File: config.mk
export PLATFORM = sky130hd
export DESIGN_NAME = pcx_power_ctl
export DESIGN_NICKNAME = d
export VERILOG_FILES = /design/src/rtl/pcx_pkg.sv /design/src/rtl/pcx_wake_filter.sv /design/src/rtl/pcx_power_ctl.sv
export VERILOG_INCLUDE_DIRS = /design/src /design/src/rtl
export SDC_FILE = /design/constraint.sdc
export NUM_CORES = 1
export LEC_CHECK = 0
export BUFFER_PORTS_ARGS = -buffer_cell sky130_fd_sc_hd__buf_2
export CAP_MARGIN = 20
export CORE_UTILIZATION = 55
export CTS_BUF_LIST = sky130_fd_sc_hd__clkbuf_4
export CTS_CLUSTER_DIAMETER = 50
export CTS_CLUSTER_SIZE = 14
export DETAILED_ROUTE_END_ITERATION = 8
export PLACE_DENSITY = 0.89
export SLEW_MARGIN = 30
export SYNTH_ARGS = -nofsm -noshare
export SYNTH_HDL_FRONTEND = slang
export SYNTH_HIERARCHICAL = 1
export SYNTH_SLANG_ARGS = --single-unit
File: constraint.sdc
create_clock -name i_clk -period 2.6 [get_ports i_clk]
set_clock_uncertainty 0.15 [all_clocks]
set_input_delay 0.26 -clock i_clk [delete_from_list [all_inputs] [get_ports i_clk]]
set_output_delay 0.26 -clock i_clk [all_outputs]
set_load 0.02 [all_outputs]
File: src/rtl/pcx_map.svh
// Purpose: Offsets, field positions, reset values and timing counts
// Assumes: 50 MHz core clock
// Notes:   Definitions only
`ifndef PCX_MAP_SVH
`define PCX_MAP_SVH

// ----------------------------------------------------------------
// Power control register
// ----------------------------------------------------------------
`define PCX_PWR_CTL_ADDR     8'h87
`define PCX_PWR_CTL_RESET    8'h00
`define PCX_BIT_IDLE         0
`define PCX_BIT_GF_LO        2
`define PCX_BIT_GF_HI        3
`define PCX_BIT_BAUD_DOUBLE  7
`define PCX_PWR_CTL_WMASK    8'h8d

// ----------------------------------------------------------------
// Wake filter timing
// ----------------------------------------------------------------
`define PCX_CLK_HZ           50000000
`define PCX_WAKE_MIN_US      400
`define PCX_WAKE_MIN_CYC     ((`PCX_CLK_HZ / 1000000) * `PCX_WAKE_MIN_US)

// ----------------------------------------------------------------
// External data space map
// ----------------------------------------------------------------
`define PCX_XD_RAM_LO        16'hfd80
`define PCX_XD_RAM_HI        16'hff7f
`define PCX_XD_BUF_HI        16'hfeef
`define PCX_XD_OEP0_LO       16'hfef0
`define PCX_XD_OEP0_HI       16'hfef7
`define PCX_XD_IEP0_LO       16'hfef8
`define PCX_XD_IEP0_HI       16'hfeff
`define PCX_XD_SETUP_LO      16'hff00
`define PCX_XD_SETUP_HI      16'hff07
`define PCX_XD_EDB_LO        16'hff08
`define PCX_XD_REG_LO        16'hff80
`define PCX_XD_RAM_BYTES     512

`endif

File: src/rtl/pcx_pkg.sv
// Purpose: Types for the power control and data map block
// Assumes: Constants come from pcx_map.svh
// Notes:   Region codes for the external data decode
package pcx_pkg;

    // ------------------------------------------------------------
    // Decoded region of the external data space
    // ------------------------------------------------------------
    typedef enum logic [2:0]
    {
        PCX_RGN_NONE,
        PCX_RGN_DATA_BUF,
        PCX_RGN_OUT_EP0,
        PCX_RGN_IN_EP0,
        PCX_RGN_SETUP,
        PCX_RGN_DESC,
        PCX_RGN_MAPPED_REG
    } pcx_region_e;

    // ------------------------------------------------------------
    // Wake filter states
    // ------------------------------------------------------------
    typedef enum logic [1:0]
    {
        PCX_WK_RUN,
        PCX_WK_IDLE,
        PCX_WK_QUAL
    } pcx_wake_e;

endpackage : pcx_pkg

File: src/rtl/pcx_wake_filter.sv
// Purpose: Qualifies the wake line; only a long enough assertion counts
// Assumes: i_wake_active already synchronised, high means asserted
// Notes:   o_wake_pulse is one cycle when the minimum hold time is met
`include "pcx_map.svh"

module pcx_wake_filter #(
    parameter int unsigned MIN_CYC = `PCX_WAKE_MIN_CYC
)(
    // Clock and reset
    input  wire logic i_clk,
    input  wire logic i_rstn,
    // Control
    input  wire logic i_armed,
    input  wire logic i_wake_active,
    // Result
    output logic      o_wake_pulse
);

    // ------------------------------------------------------------
    // Hold counter
    // ------------------------------------------------------------
    localparam int unsigned CW = $clog2(MIN_CYC + 1);

    logic [CW-1:0] cnt_reg;
    logic [CW-1:0] cnt_next;
    logic          hit;
    pcx_pkg::pcx_wake_e st_reg;
    pcx_pkg::pcx_wake_e st_next;

    // Short pulses restart the count, so they never reach the limit
    assign hit = (cnt_reg == CW'(MIN_CYC - 1));

    always_comb
    begin
        st_next  = st_reg;
        cnt_next = cnt_reg;
        case (st_reg)
            pcx_pkg::PCX_WK_RUN:
            begin
                cnt_next = '0;
                if (i_armed)
                    st_next = pcx_pkg::PCX_WK_IDLE;
            end
            pcx_pkg::PCX_WK_IDLE:
            begin
                cnt_next = '0;
                if (!i_armed)
                    st_next = pcx_pkg::PCX_WK_RUN;
                else if (i_wake_active)
                    st_next = pcx_pkg::PCX_WK_QUAL;
            end
            pcx_pkg::PCX_WK_QUAL:
            begin
                if (!i_wake_active || !i_armed)
                begin
                    cnt_next = '0;
                    st_next  = i_armed ? pcx_pkg::PCX_WK_IDLE : pcx_pkg::PCX_WK_RUN;
                end
                else if (hit)
                begin
                    cnt_next = '0;
                    st_next  = pcx_pkg::PCX_WK_RUN;
                end
                else
                    cnt_next = cnt_reg + CW'(1);
            end
            default:
            begin
                st_next  = pcx_pkg::PCX_WK_RUN;
                cnt_next = '0;
            end
        endcase
    end

    always_ff @(posedge i_clk)
    begin
        if (!i_rstn)
        begin
            st_reg       <= pcx_pkg::PCX_WK_RUN;
            cnt_reg      <= '0;
            o_wake_pulse <= 1'b0;
        end
        else
        begin
            st_reg       <= st_next;
            cnt_reg      <= cnt_next;
            o_wake_pulse <= (st_reg == pcx_pkg::PCX_WK_QUAL) && i_wake_active
                            && i_armed && hit;
        end
    end

endmodule // pcx_wake_filter

File: src/rtl/pcx_power_ctl.sv
// Purpose: Power control register and external data space decode
// Assumes: Core special-function-register bus on the core clock
// Notes:   Wake line arrives from a pin and is synchronised here
`include "pcx_map.svh"

module pcx_power_ctl #(
    parameter int unsigned WAKE_MIN_CYC = `PCX_WAKE_MIN_CYC
)(
    // Clock and reset
    input  wire logic        i_clk,
    input  wire logic        i_rstn,
    // Special function register bus
    input  wire logic [7:0]  i_sfr_addr,
    input  wire logic        i_sfr_wr,
    input  wire logic        i_sfr_rd,
    input  wire logic [7:0]  i_sfr_wdata,
    output logic [7:0]       o_sfr_rdata,
    output logic             o_sfr_hit,
    // Wake line, active low pin
    input  wire logic        i_wake_interrupt_line_n,
    // Power and clock controls
    output logic             o_idle_request,
    output logic             o_ram_low_power,
    output logic             o_osc_pll_stop,
    output logic             o_watchdog_suspend,
    output logic             o_core_run,
    output logic             o_wake_irq,
    output logic             o_baud_double,
    output logic [1:0]       o_general_flags,
    // External data space decode
    input  wire logic [15:0] i_xd_addr,
    output logic             o_xd_reserved,
    output logic             o_xd_ram_sel,
    output logic [8:0]       o_xd_ram_index,
    output logic             o_xd_reg_sel,
    output logic [6:0]       o_xd_reg_index,
    output pcx_pkg::pcx_region_e o_xd_region
);

    // ------------------------------------------------------------
    // Wake line synchroniser
    // ------------------------------------------------------------
    logic wake_meta_reg;
    logic wake_sync_reg;

    always_ff @(posedge i_clk)
    begin
        if (!i_rstn)
        begin
            wake_meta_reg <= 1'b1;
            wake_sync_reg <= 1'b1;
        end
        else
        begin
            wake_meta_reg <= i_wake_interrupt_line_n;
            wake_sync_reg <= wake_meta_reg;
        end
    end

    // ------------------------------------------------------------
    // Power control register
    // ------------------------------------------------------------
    logic       idle_reg;
    logic       idle_next;
    logic [1:0] flags_reg;
    logic       baud_reg;
    logic       wake_pulse;
    logic       pc_sel;
    logic       pc_wr;
    logic [7:0] pc_read;

    assign pc_sel = (i_sfr_addr == `PCX_PWR_CTL_ADDR);
    assign pc_wr  = pc_sel && i_sfr_wr;

    // Wake clear and a write of one can meet; the set is kept so it is not lost
    assign idle_next = (pc_wr && i_sfr_wdata[`PCX_BIT_IDLE]) ? 1'b1 :
                       wake_pulse                            ? 1'b0 :
                       idle_reg;

    // Reserved bits are never stored, so they read as zero
    assign pc_read = {baud_reg, 3'h0, flags_reg, 1'h0, idle_reg};

    pcx_wake_filter #(
        .MIN_CYC       (WAKE_MIN_CYC)
    ) u_wake (
        .i_clk         (i_clk),
        .i_rstn        (i_rstn),
        .i_armed       (idle_reg),
        .i_wake_active (~wake_sync_reg),
        .o_wake_pulse  (wake_pulse)
    );

    always_ff @(posedge i_clk)
    begin
        if (!i_rstn)
        begin
            idle_reg  <= 1'(`PCX_PWR_CTL_RESET >> `PCX_BIT_IDLE);
            flags_reg <= 2'h0;
            baud_reg  <= 1'b0;
        end
        else
        begin
            idle_reg <= idle_next;
            if (pc_wr)
            begin
                flags_reg <= i_sfr_wdata[`PCX_BIT_GF_HI:`PCX_BIT_GF_LO];
                baud_reg  <= i_sfr_wdata[`PCX_BIT_BAUD_DOUBLE];
            end
        end
    end

    // ------------------------------------------------------------
    // Bus read and power outputs
    // ------------------------------------------------------------
    always_ff @(posedge i_clk)
    begin
        if (!i_rstn)
        begin
            o_sfr_rdata        <= 8'h00;
            o_sfr_hit          <= 1'b0;
            o_idle_request     <= 1'b0;
            o_ram_low_power    <= 1'b0;
            o_osc_pll_stop     <= 1'b0;
            o_watchdog_suspend <= 1'b0;
            o_core_run         <= 1'b1;
            o_wake_irq         <= 1'b0;
            o_baud_double      <= 1'b0;
            o_general_flags    <= 2'h0;
        end
        else
        begin
            o_sfr_rdata        <= (pc_sel && i_sfr_rd) ? pc_read : 8'h00;
            o_sfr_hit          <= pc_sel && (i_sfr_rd || i_sfr_wr);
            o_idle_request     <= idle_next;
            o_ram_low_power    <= idle_next;
            o_osc_pll_stop     <= idle_next;
            o_watchdog_suspend <= idle_next;
            o_core_run         <= ~idle_next;
            o_wake_irq         <= wake_pulse && !idle_next;
            o_baud_double      <= pc_wr ? i_sfr_wdata[`PCX_BIT_BAUD_DOUBLE] : baud_reg;
            o_general_flags    <= pc_wr ? i_sfr_wdata[`PCX_BIT_GF_HI:`PCX_BIT_GF_LO]
                                        : flags_reg;
        end
    end

    // ------------------------------------------------------------
    // External data space decode
    // ------------------------------------------------------------
    logic                 in_rsv;
    logic                 in_ram;
    logic                 in_reg;
    logic [15:0]          ram_off;
    pcx_pkg::pcx_region_e rgn;

    assign in_rsv  = (i_xd_addr >= `PCX_XD_RAM_LO);
    assign in_reg  = (i_xd_addr >= `PCX_XD_REG_LO);
    assign in_ram  = in_rsv && (i_xd_addr <= `PCX_XD_RAM_HI);
    assign ram_off = i_xd_addr - `PCX_XD_RAM_LO;

    assign rgn = in_reg                            ? pcx_pkg::PCX_RGN_MAPPED_REG :
                 !in_rsv                           ? pcx_pkg::PCX_RGN_NONE :
                 (i_xd_addr >= `PCX_XD_EDB_LO)     ? pcx_pkg::PCX_RGN_DESC :
                 (i_xd_addr >= `PCX_XD_SETUP_LO)   ? pcx_pkg::PCX_RGN_SETUP :
                 (i_xd_addr >= `PCX_XD_IEP0_LO)    ? pcx_pkg::PCX_RGN_IN_EP0 :
                 (i_xd_addr >= `PCX_XD_OEP0_LO)    ? pcx_pkg::PCX_RGN_OUT_EP0 :
                 pcx_pkg::PCX_RGN_DATA_BUF;

    always_ff @(posedge i_clk)
    begin
        if (!i_rstn)
        begin
            o_xd_reserved  <= 1'b0;
            o_xd_ram_sel   <= 1'b0;
            o_xd_ram_index <= 9'h000;
            o_xd_reg_sel   <= 1'b0;
            o_xd_reg_index <= 7'h00;
            o_xd_region    <= pcx_pkg::PCX_RGN_NONE;
        end
        else
        begin
            o_xd_reserved  <= in_rsv;
            o_xd_ram_sel   <= in_ram;
            o_xd_ram_index <= in_ram ? ram_off[8:0] : 9'h000;
            o_xd_reg_sel   <= in_reg;
            o_xd_reg_index <= in_reg ? i_xd_addr[6:0] : 7'h00;
            o_xd_region    <= rgn;
        end
    end

endmodule // pcx_power_ctl

==> flow_summary.ini, run 1 <==
[final_layout]
nets = 328
syn2layout_area_growth_pct = 24.76
mostFrequentLayoutCell = buf_2
final_util = 0.7198
largest_reg_flops = 15
num_antenna_cells = 0
drive_gt1_frac = 0.3125
layout_common_cells = 68 x buf_2, 53 x dfxtp_1, 19 x and2_1, 18 x nor2_1

[timing]
finalSetupViolCount = 0
drv_slew = 0
worst_hold_slack_ns = 0.02505
fin_crit_ns = 1.988
grt_setup_unrepaired = no
timing.fmax_ghz = 0.5030
fin_crit_sh = 0.7646
finalHoldViolCount = 0
finalSetupTns_ns = 0

[setup_path]
critPathMaxFanout = 10
rr_worst_depth = 5
r2r_start = u_wake/cnt_reg[0]
critPathSlowestCell = dlygate4sd3_1
crit_buf_inv = 2
crit_path_max_incr_delay_ns = 0.54
cp_num_cells = 6
rr_endpoint = u_wake/st_reg[1]
worstPathArrival_ns = 2.15
crit_type = input pin to register
reg2reg_setup_slack_ns = 0.72
setup.worst_path.end = o_xd_reg_index[2]
worst-endpoint-required_ns = 2.76
start_kind = input pin
cp_top_family = simple AND/OR/NAND/NOR gates
end_kind = register
crit_chain = dlygate4sd3_1 > buf_2 > nor4b_4 > nand4b_2 > a211oi_4 > and2_1
startpoint = i_xd_addr[0]

[logic_synthesis]
ys_warn_count = 6
synthCells = 210
synth_cell_types = 47
synth-edff-count = 0
ys_seq_area_frac = 0.5024
ys_ff_latch = 53
synth_area_um2 = 2112
yosys_most_used_dff = dfxtp_1
syn_area_per_cell_um2 = 10.06
synthArstFlopShare = 0

[clocking]
cts_tree = built
cts.sink_count = 53
numCtsBuffers = 5
clk_pin_slew_ns = 0.14
insertion_delay_ns = 0.35
htree_levels = 2
cts-root-buf = clkbuf_4
postCtsSetupBuffers = 0
clockBufferDepth = 2

[die]
die_w_um = 63.97
die-area_um2 = 4092
io_pins = 77
start_util = 0.5769
num_rows = 22
die_y_um = 63.97
core-area_um2 = 3661

[placement]
hpwl_um = 2889
io_buffers = 68
routabilityCongestion = 0.7877

[global_routing]
met3_usage = 0.06786
grt_usage = 0.2193
grt_pass1_vias = 1641
grt_max_degree = 16
grt_pass1_wl_um = 6865
grt_antenna_before_repair = 0
busiest_layer = met2
met2_usage = 0.3750
use_met1 = 0.2370
grt-ovfl-total = 0

[drt]
drcViolationCount = 0
drt_wl_total_um = 4385
dr.pass1.iters = 5
wl_per_cell_um = 13.05
num_vias = 1731
via_per_inst = 5.152
postRouteAntennaNets = 0
drtIter0Drc = 49

[run]
drv_cap = 0

[worst_hold_path]
min_path_type = input pin to register

[power]
peakVddDrop_uv = 348.2
power.density_nw_per_um2 = 511.9
p_leak_nw = 1.213

[run_status]
status = finished, final reports clean
where the power goes:
part	leakage, nW	switching [mW]	internal (mW)
registers	0.427	0.000568	0.814
clock network	0.0433	0.236	0.211
logic	0.743	0.0453	0.0416
worst min-delay path: stages:
cell,delay (ns)
buf_2,0.13
nand2_1,0.07
nor2_1,0.04
logic make-up after synthesis:
| logic type | share of synthesized area |
|---|---|
| fa+ha+maj | 0.02844 |
| simple gates | 0.2737 |
| other cells | 0.001776 |
| compound gates | 0.06695 |
| buf+inv | 0.05747 |
| flops | 0.5024 |
| xor+xnor | 0.04976 |
| mux | 0.01955 |
repair_timing:
item,4_1_cts,5_1_grt
resized for setup,0,0
endpoints found under the hold margin,14,5
hold buffers,9,3
metal layers:
layer / routed length [um] / part of all wire
met5: 0 / 0
met4: 87 / 0.020
met3: 186 / 0.042
met2: 2257 / 0.51
met1: 1854 / 0.42
cells in the mapped netlist (2+ instances only):
cell type  instances  area [um^2]
a21oi_1            2        10.01
a32oi_1            2        17.52
and2_1            19        118.9
and3_1             6        37.54
buf_2              4        20.02
buf_4             10        75.07
dfxtp_1           53         1061
ha_1               4        50.05
inv_1              7        26.28
mux2i_1            3        30.03
nand2_1           12        45.04
nand2_2            2        12.51
nand2b_1           3        18.77
nand3_1           10        50.05
nand4_1            5        31.28
nor2_1            18        67.56
nor3_1             5        25.02
nor4_1             2        12.51
nor4b_1            2        17.52
o21ai_0            3        15.01
or3_1              2        12.51
xor2_1            11        96.34
how the worst min path moves through the flow:
stage / startpoint / endpoint / slack, ns / depth (start not counted)
detailed placement: wake_meta_reg / wake_sync_reg / 0.25 / 1
finish: i_xd_addr[9] / o_xd_ram_index[7] / 0.03 / 3
CTS: i_xd_addr[1] / o_xd_ram_index[1] / 0.0007 / 2
global route: i_sfr_wdata[0] / o_watchdog_suspend / 0.002 / 3
floorplan: i_rstn / wake_meta_reg / 0.18 / 1
global placement: wake_meta_reg / wake_sync_reg / 0.24 / 1
area by class of cell:
type	instances	area, um^2
clock inverters	2	33.78
well taps	48	60.06
multi-input cells	139	940.9
clock buffers	6	45.04
flip-flops and latches	53	1061
inverters	7	26.28
repair buffers	81	467.9
fillers	266	1026
stage by stage:
step | std cells | power [mW] | setup WS, ns | cell area (um^2)
global placement | 316 | 0.9001 | 0.7748 | 2436
finish | 336 | 1.349 | 0.6120 | 2635
floorplan | 213 | 0.8720 | 0.9831 | 2123
global route | 336 | 1.411 | 0.5290 | 2635
detailed placement | 316 | 0.9028 | 0.7483 | 2436
CTS | 333 | 1.353 | 0.6319 | 2605
(Power assumes the default switching activity.)
==> run 2, diff against run 1 <==
- CORE_UTILIZATION: 55 -> 51
- PLACE_DENSITY: 0.89 -> 0.83
- clock period: 2.6 -> 2 ns (I/O delays scaled with it)
==> run 2 against run 1 <==
  * First-iteration DRC count up 71%
  * Cell count up 3.3%
  * Final area up 3.8%
  * Routed wire length up 0.23%
  * Register-to-register slack worse by 0.42 ns
  * Total power up 30%
  * Clock-buffer cell count down 1
  * Clock power up 29%
  * Via count down 0.64%
==> flow_summary.ini, run 2 (same netlist as run 1, synthesis figures left out) <==
[global_routing]
grt_max_degree = 17
grt-ovfl-total = 0
grt_pass1_vias = 1567
grt_usage = 0.2123
grt_antenna_before_repair = 0
grt_pass1_wl_um = 6996

[clocking]
cts.sink_count = 53
clockBufferDepth = 2
cts-root-buf = clkbuf_4
htree_levels = 2
insertion_delay_ns = 0.35
cts_tree = built
clk_pin_slew_ns = 0.14
numCtsBuffers = 5

[final_layout]
mostFrequentLayoutCell = buf_2
final_cell_count_no_fill = 347
layout_common_cells = 68 x buf_2, 53 x dfxtp_1, 19 x and2_1, 19 x dlygate4sd3_1, 18 x nor2_1
num_antenna_cells = 0
nets = 337
drive_gt1_frac = 0.3098
largest_reg_flops = 15
syn2layout_area_growth_pct = 29.50

[power]
p_leak_nw = 1.254
power.density_nw_per_um2 = 642.3
peakVddDrop_uv = 436.6
power.total_mw = 1.757

[placement]
routabilityCongestion = 0.8192
hpwl_um = 2892
io_buffers = 68
post-place-ws_ns = 0.2498
dp.cells = 320

[setup_path]
cp_top_family = simple AND/OR/NAND/NOR gates
crit_path_max_incr_delay_ns = 0.55
worstPathArrival_ns = 2.07
crit_chain = dlygate4sd3_1 > buf_2 > nor4b_4 > nand4b_2 > a211oi_4 > and2_1
end_kind = register
critPathSlowestCell = dlygate4sd3_1
crit_type = input pin to register
critPathMaxFanout = 10
crit_buf_inv = 2
start_kind = input pin
worst-endpoint-required_ns = 2.16

[timing]
setup_ws_ns = 0.08498
finalSetupViolCount = 0
worst_hold_slack_ns = 0.02817
slew_headroom = 0.6491
finalSetupTns_ns = 0
finalHoldViolCount = 0
worstMarginPinSlew_ns = 0.5254
fin_crit_ns = 1.915
drv_slew = 0
grt_setup_unrepaired = no
timing.fmax_ghz = 0.5222
fin_crit_sh = 0.9575

[run]
drv_cap = 0

[drt]
drcViolationCount = 0
via_per_inst = 4.957
num_vias = 1720
postRouteAntennaNets = 0
drt_wl_total_um = 4395
dr.pass1.iters = 4
drtIter0Drc = 84
wl_per_cell_um = 12.67

[die]
die_y_um = 66.35
start_util = 0.5280
num_rows = 23
core-area_um2 = 4000
io_pins = 77
die_w_um = 66.35
die-area_um2 = 4402

[worst_hold_path]
min_path_type = input pin to register

[run_status]
status = finished, final reports clean
## run 2: cell types whose count changed in the layout (fill, tap and decap cells not counted), sizes merged
cell,before,now
buf,69,71
clkbuf,6,5
clkinvlp,0,1
dlygate4sd3,12,19
## run 2: worst register-to-register path, stage by stage (launching register included)
cell and delay, ns:
dfxtp_1 0.42, ha_1 0.23, and4_1 0.28, nand4_1 0.18, nand2_2 0.16, buf_12 0.14
nor2_1 0.06
## run 2: timing repair
item	in CTS	in global routing
gates resized for setup	0	0
endpoints found under the hold margin	25	0
hold buffers	19	0
setup buffers	0	0
## run 2: where the power goes
| part | leakage, nW | switching, mW | internal [mW] | total (mW) |
|---|---|---|---|---|
| Clock | 0.0389 | 0.316 | 0.259 | 0.576 |
| Sequential | 0.427 | 0.000779 | 1.06 | 1.06 |
| Combinational | 0.788 | 0.0603 | 0.0615 | 0.122 |
| Total | 1.25 | 0.377 | 1.38 | 1.76 |
## run 2: layout make-up
cell class | instances | area [um^2]
flip-flops and latches | 53 | 1061
clock buffers | 5 | 37.54
inverters | 7 | 26.28
clock inverters | 3 | 41.29
repair buffers | 90 | 565.5
fillers | 306 | 1265
multi-input cells | 139 | 940.9
well taps | 50 | 62.56
## run 2: stage by stage
| stage | utilization | instance area (um^2) |
|---|---|---|
| after CTS | 0.6838 | 2735 |
| after global routing | 0.6838 | 2735 |
| after global placement | 0.6165 | 2466 |
| after detailed placement | 0.6165 | 2466 |
| final | 0.6838 | 2735 |
| after floorplan | - | 2123 |
## run 2: metal layers
layer | wire length, um | global-route usage | part of all wire | vias up
li1 | - | - | - | 878
met1 | 1837 | 0.2409 | 0.42 | 785
met2 | 2281 | 0.3788 | 0.52 | 51
met3 | 224 | 0.06207 | 0.051 | 6
met4 | 51 | 0.06649 | 0.012 | 0
met5 | 0 | 0 | 0 | -
## run 2: final timing paths
check / cells past startpoint / start / slack [ns] / end
worst min register to register: 1 / wake_meta_reg / 0.30 / wake_sync_reg
worst max register to register: 6 / u_wake/cnt_reg[0] / 0.30 / u_wake/cnt_reg[10]
worst min-delay path: 3 / i_xd_addr[10] / 0.03 / o_xd_reserved
worst max-delay path: 6 / i_xd_addr[0] / 0.08 / o_xd_reg_index[1]
==> run 3, diff against run 2 <==
- SYNTH_HIERARCHICAL: 1 -> unset
- clock period: 2 -> 1.9 ns (I/O delays scaled with it)
==> run 3 against run 2 <==
  * Synthesized cell count rose by 0.48%
  * Via count rose by 1.4%
  * Hold slack improved by 0.019 ns
  * Total power rose by 5.6%
  * Routed wire length fell by 1.2%
  * Final area rose by 1.2%
  * Critical endpoint is now o_xd_reg_index[0]
  * Highest routed layer unchanged
==> flow_summary.ini, run 3 <==
[logic_synthesis]
synth_top_family_by_area = simple AND/OR/NAND/NOR gates
ys_ff_latch = 53
synthArstFlopShare = 0
ys_seq_area_frac = 0.4882
yosysTopAreaCell = dfxtp_1
synth_fa_ha_area_frac = 0.02763
synth-edff-count = 0
ys_warn_count = 0
synth-simple-area-share = 0.3040
synth_area_um2 = 2173
synth_area_leaders = dfxtp_1 49%, xnor2_1 4.0%, and2_1 3.5%
synth_top_area_share = 0.4882
yosys_most_used_dff = dfxtp_1
muxShareOfSynthArea = 0.01382
synth_compound_area_frac = 0.05815
synthCells = 211
syn_area_per_cell_um2 = 10.30
synth_commonest_cells = 53 x dfxtp_1, 16 x nor2_1, 12 x and2_1
synth_cell_types = 51
synth_xor_area_frac = 0.05642
synth.most_common_cell = dfxtp_1

[global_routing]
grt_pass1_vias = 1577
grt_pass1_wl_um = 6927
grt_antenna_before_repair = 0
grt_max_degree = 17
grt_usage = 0.2051
grt-ovfl-total = 0

[die]
start_util = 0.5356
die_w_um = 67.28
num_rows = 23
die_y_um = 67.28
die-area_um2 = 4527
io_pins = 77
core-area_um2 = 4058

[placement]
io_buffers = 68
post-place-ws_ns = 0.1730
routabilityCongestion = 0.8586
hpwl_um = 3084

[timing]
fin_crit_ns = 1.847
finalSetupTns_ns = 0
grt_setup_unrepaired = yes
worstMarginPinSlew_ns = 0.5659
worst_hold_slack_ns = 0.04754
fin_crit_sh = 0.9721
drv_slew = 0
setup_ws_ns = 0.05296
slew_headroom = 0.6228
finalHoldViolCount = 0
finalSetupViolCount = 0
timing.fmax_ghz = 0.5414

[drt]
drcViolationCount = 0
wl_met1_um = 1897
drtIter0Drc = 61
num_vias = 1744
wl_per_cell_um = 12.51
postRouteAntennaNets = 0
dr.pass1.iters = 4
drt_wl_total_um = 4341
wl_met3_um = 233
highest_layer = met4
via_per_inst = 5.026
met2_length_um = 2181

[power]
peakVddDrop_uv = 454.9
p_leak_nw = 1.181
power.density_nw_per_um2 = 670.0

[clocking]
insertion_delay_ns = 0.36
numCtsBuffers = 5
cts_tree = built
cts-root-buf = clkbuf_4
clk_pin_slew_ns = 0.14
cts.sink_count = 53
htree_levels = 2
clockBufferDepth = 2

[final_layout]
nets = 337
mostFrequentLayoutCell = buf_2
largest_reg_flops = 15
fillers = 305
seq_area_um2 = 1061
layout_common_cells = 68 x buf_2, 53 x dfxtp_1, 16 x nor2_1, 15 x dlygate4sd3_1, 12 x and2_1
final_util = 0.6824
drive_gt1_frac = 0.3434
syn2layout_area_growth_pct = 27.40
num_antenna_cells = 0
multi_input_area_um2 = 1023

[run_status]
status = finished, final reports clean

[setup_path]
r2r_start = u_wake.cnt_reg[0]
end_kind = register
worst-endpoint-required_ns = 2.03
cp_top_family = simple AND/OR/NAND/NOR gates
crit_buf_inv = 2
critPathSlowestCell = dlygate4sd3_1
worstPathArrival_ns = 1.97
critPathMaxFanout = 9
start_kind = input pin
crit_type = input pin to register
crit_path_max_incr_delay_ns = 0.55
startpoint = i_xd_addr[0]
crit_chain = dlygate4sd3_1 > buf_2 > nor4b_4 > and4bb_1 > a22oi_2 > nor3b_1

[run]
drv_cap = 0

[worst_hold_path]
hold_start = i_xd_addr[8]
min_path_type = input pin to register
[run 3: cell count changes in the layout (fill, tap and decap cells not counted), sizes merged, moves of 4 or more]
cell / previous run / this run
dlygate4sd3: 19 / 15
xnor2: 1 / 10
xor2: 11 / 4
nor2: 18 / 26
nand3: 11 / 3
nor4: 2 / 9
and3: 6 / 1
and2: 19 / 12
nor3b: 0 / 6
[run 3: cell type report]
class,count,share of cell area
clock inverters,3,0.01491
well taps,50,0.02259
multi-input cells,141,0.3696
inverters,10,0.01356
flip-flops and latches,53,0.3832
clock buffers,5,0.01356
repair buffers,85,0.1826
[run 3: worst register-to-register path, delay by kind of cell (launching register included)]
family | cells | cell delay (ns)
flops | 1 | 0.41
simple gates | 4 | 0.85
fa+ha+maj | 1 | 0.22
[run 3: metrics by stage]
| step | power, mW | cells | cell area (um^2) |
|---|---|---|---|
| 2_1_floorplan | 1.191 | 214 | 2185 |
| 3_3_place_gp | 1.238 | 324 | 2531 |
| 3_5_place_dp | 1.241 | 324 | 2531 |
| 4_1_cts | 1.867 | 347 | 2760 |
| 5_1_grt | 1.930 | 347 | 2769 |
| 6_report | 1.855 | 347 | 2769 |
[run 3: power by group]
part | switching (mW) | total [mW] | leakage (nW) | internal [mW]
clock network | 0.338 | 0.611 | 0.0389 | 0.273
registers | 0.00139 | 1.12 | 0.427 | 1.11
logic | 0.0653 | 0.128 | 0.715 | 0.0630
total | 0.404 | 1.86 | 1.18 | 1.45
[run 3: worst paths after layout]
path                                     endpoint  slack, ns  cells after the start
worst max-delay path            o_xd_reg_index[0]       0.05                      6
worst max register to register  u_wake.cnt_reg[2]       0.17                      5
worst min-delay path            o_xd_ram_index[8]       0.05                      3
worst min register to register      wake_sync_reg       0.28                      1
[run 3: logic make-up after synthesis]
kind of cell	Yosys count
multiplexers	3
AND/OR/NAND/NOR	101
AO/OA/AOI/OAI	14
other	1
flip-flops	53
XOR/XNOR	14
buffers and inverters	20
adder cells (fa/ha/maj)	5
[run 3: routing by layer]
metal	global-route usage	vias to the layer above
li1	-	889
met1	0.2471	796
met2	0.3475	55
met3	0.07264	4
met4	0.04787	0
met5	0	-
[run 3: repair_timing]
item	in CTS	in global routing
buffers inserted	0	0
endpoints found under the setup margin	0	9
endpoints found under the hold margin	23	0
resized for setup	0	1
hold buffers	15	0
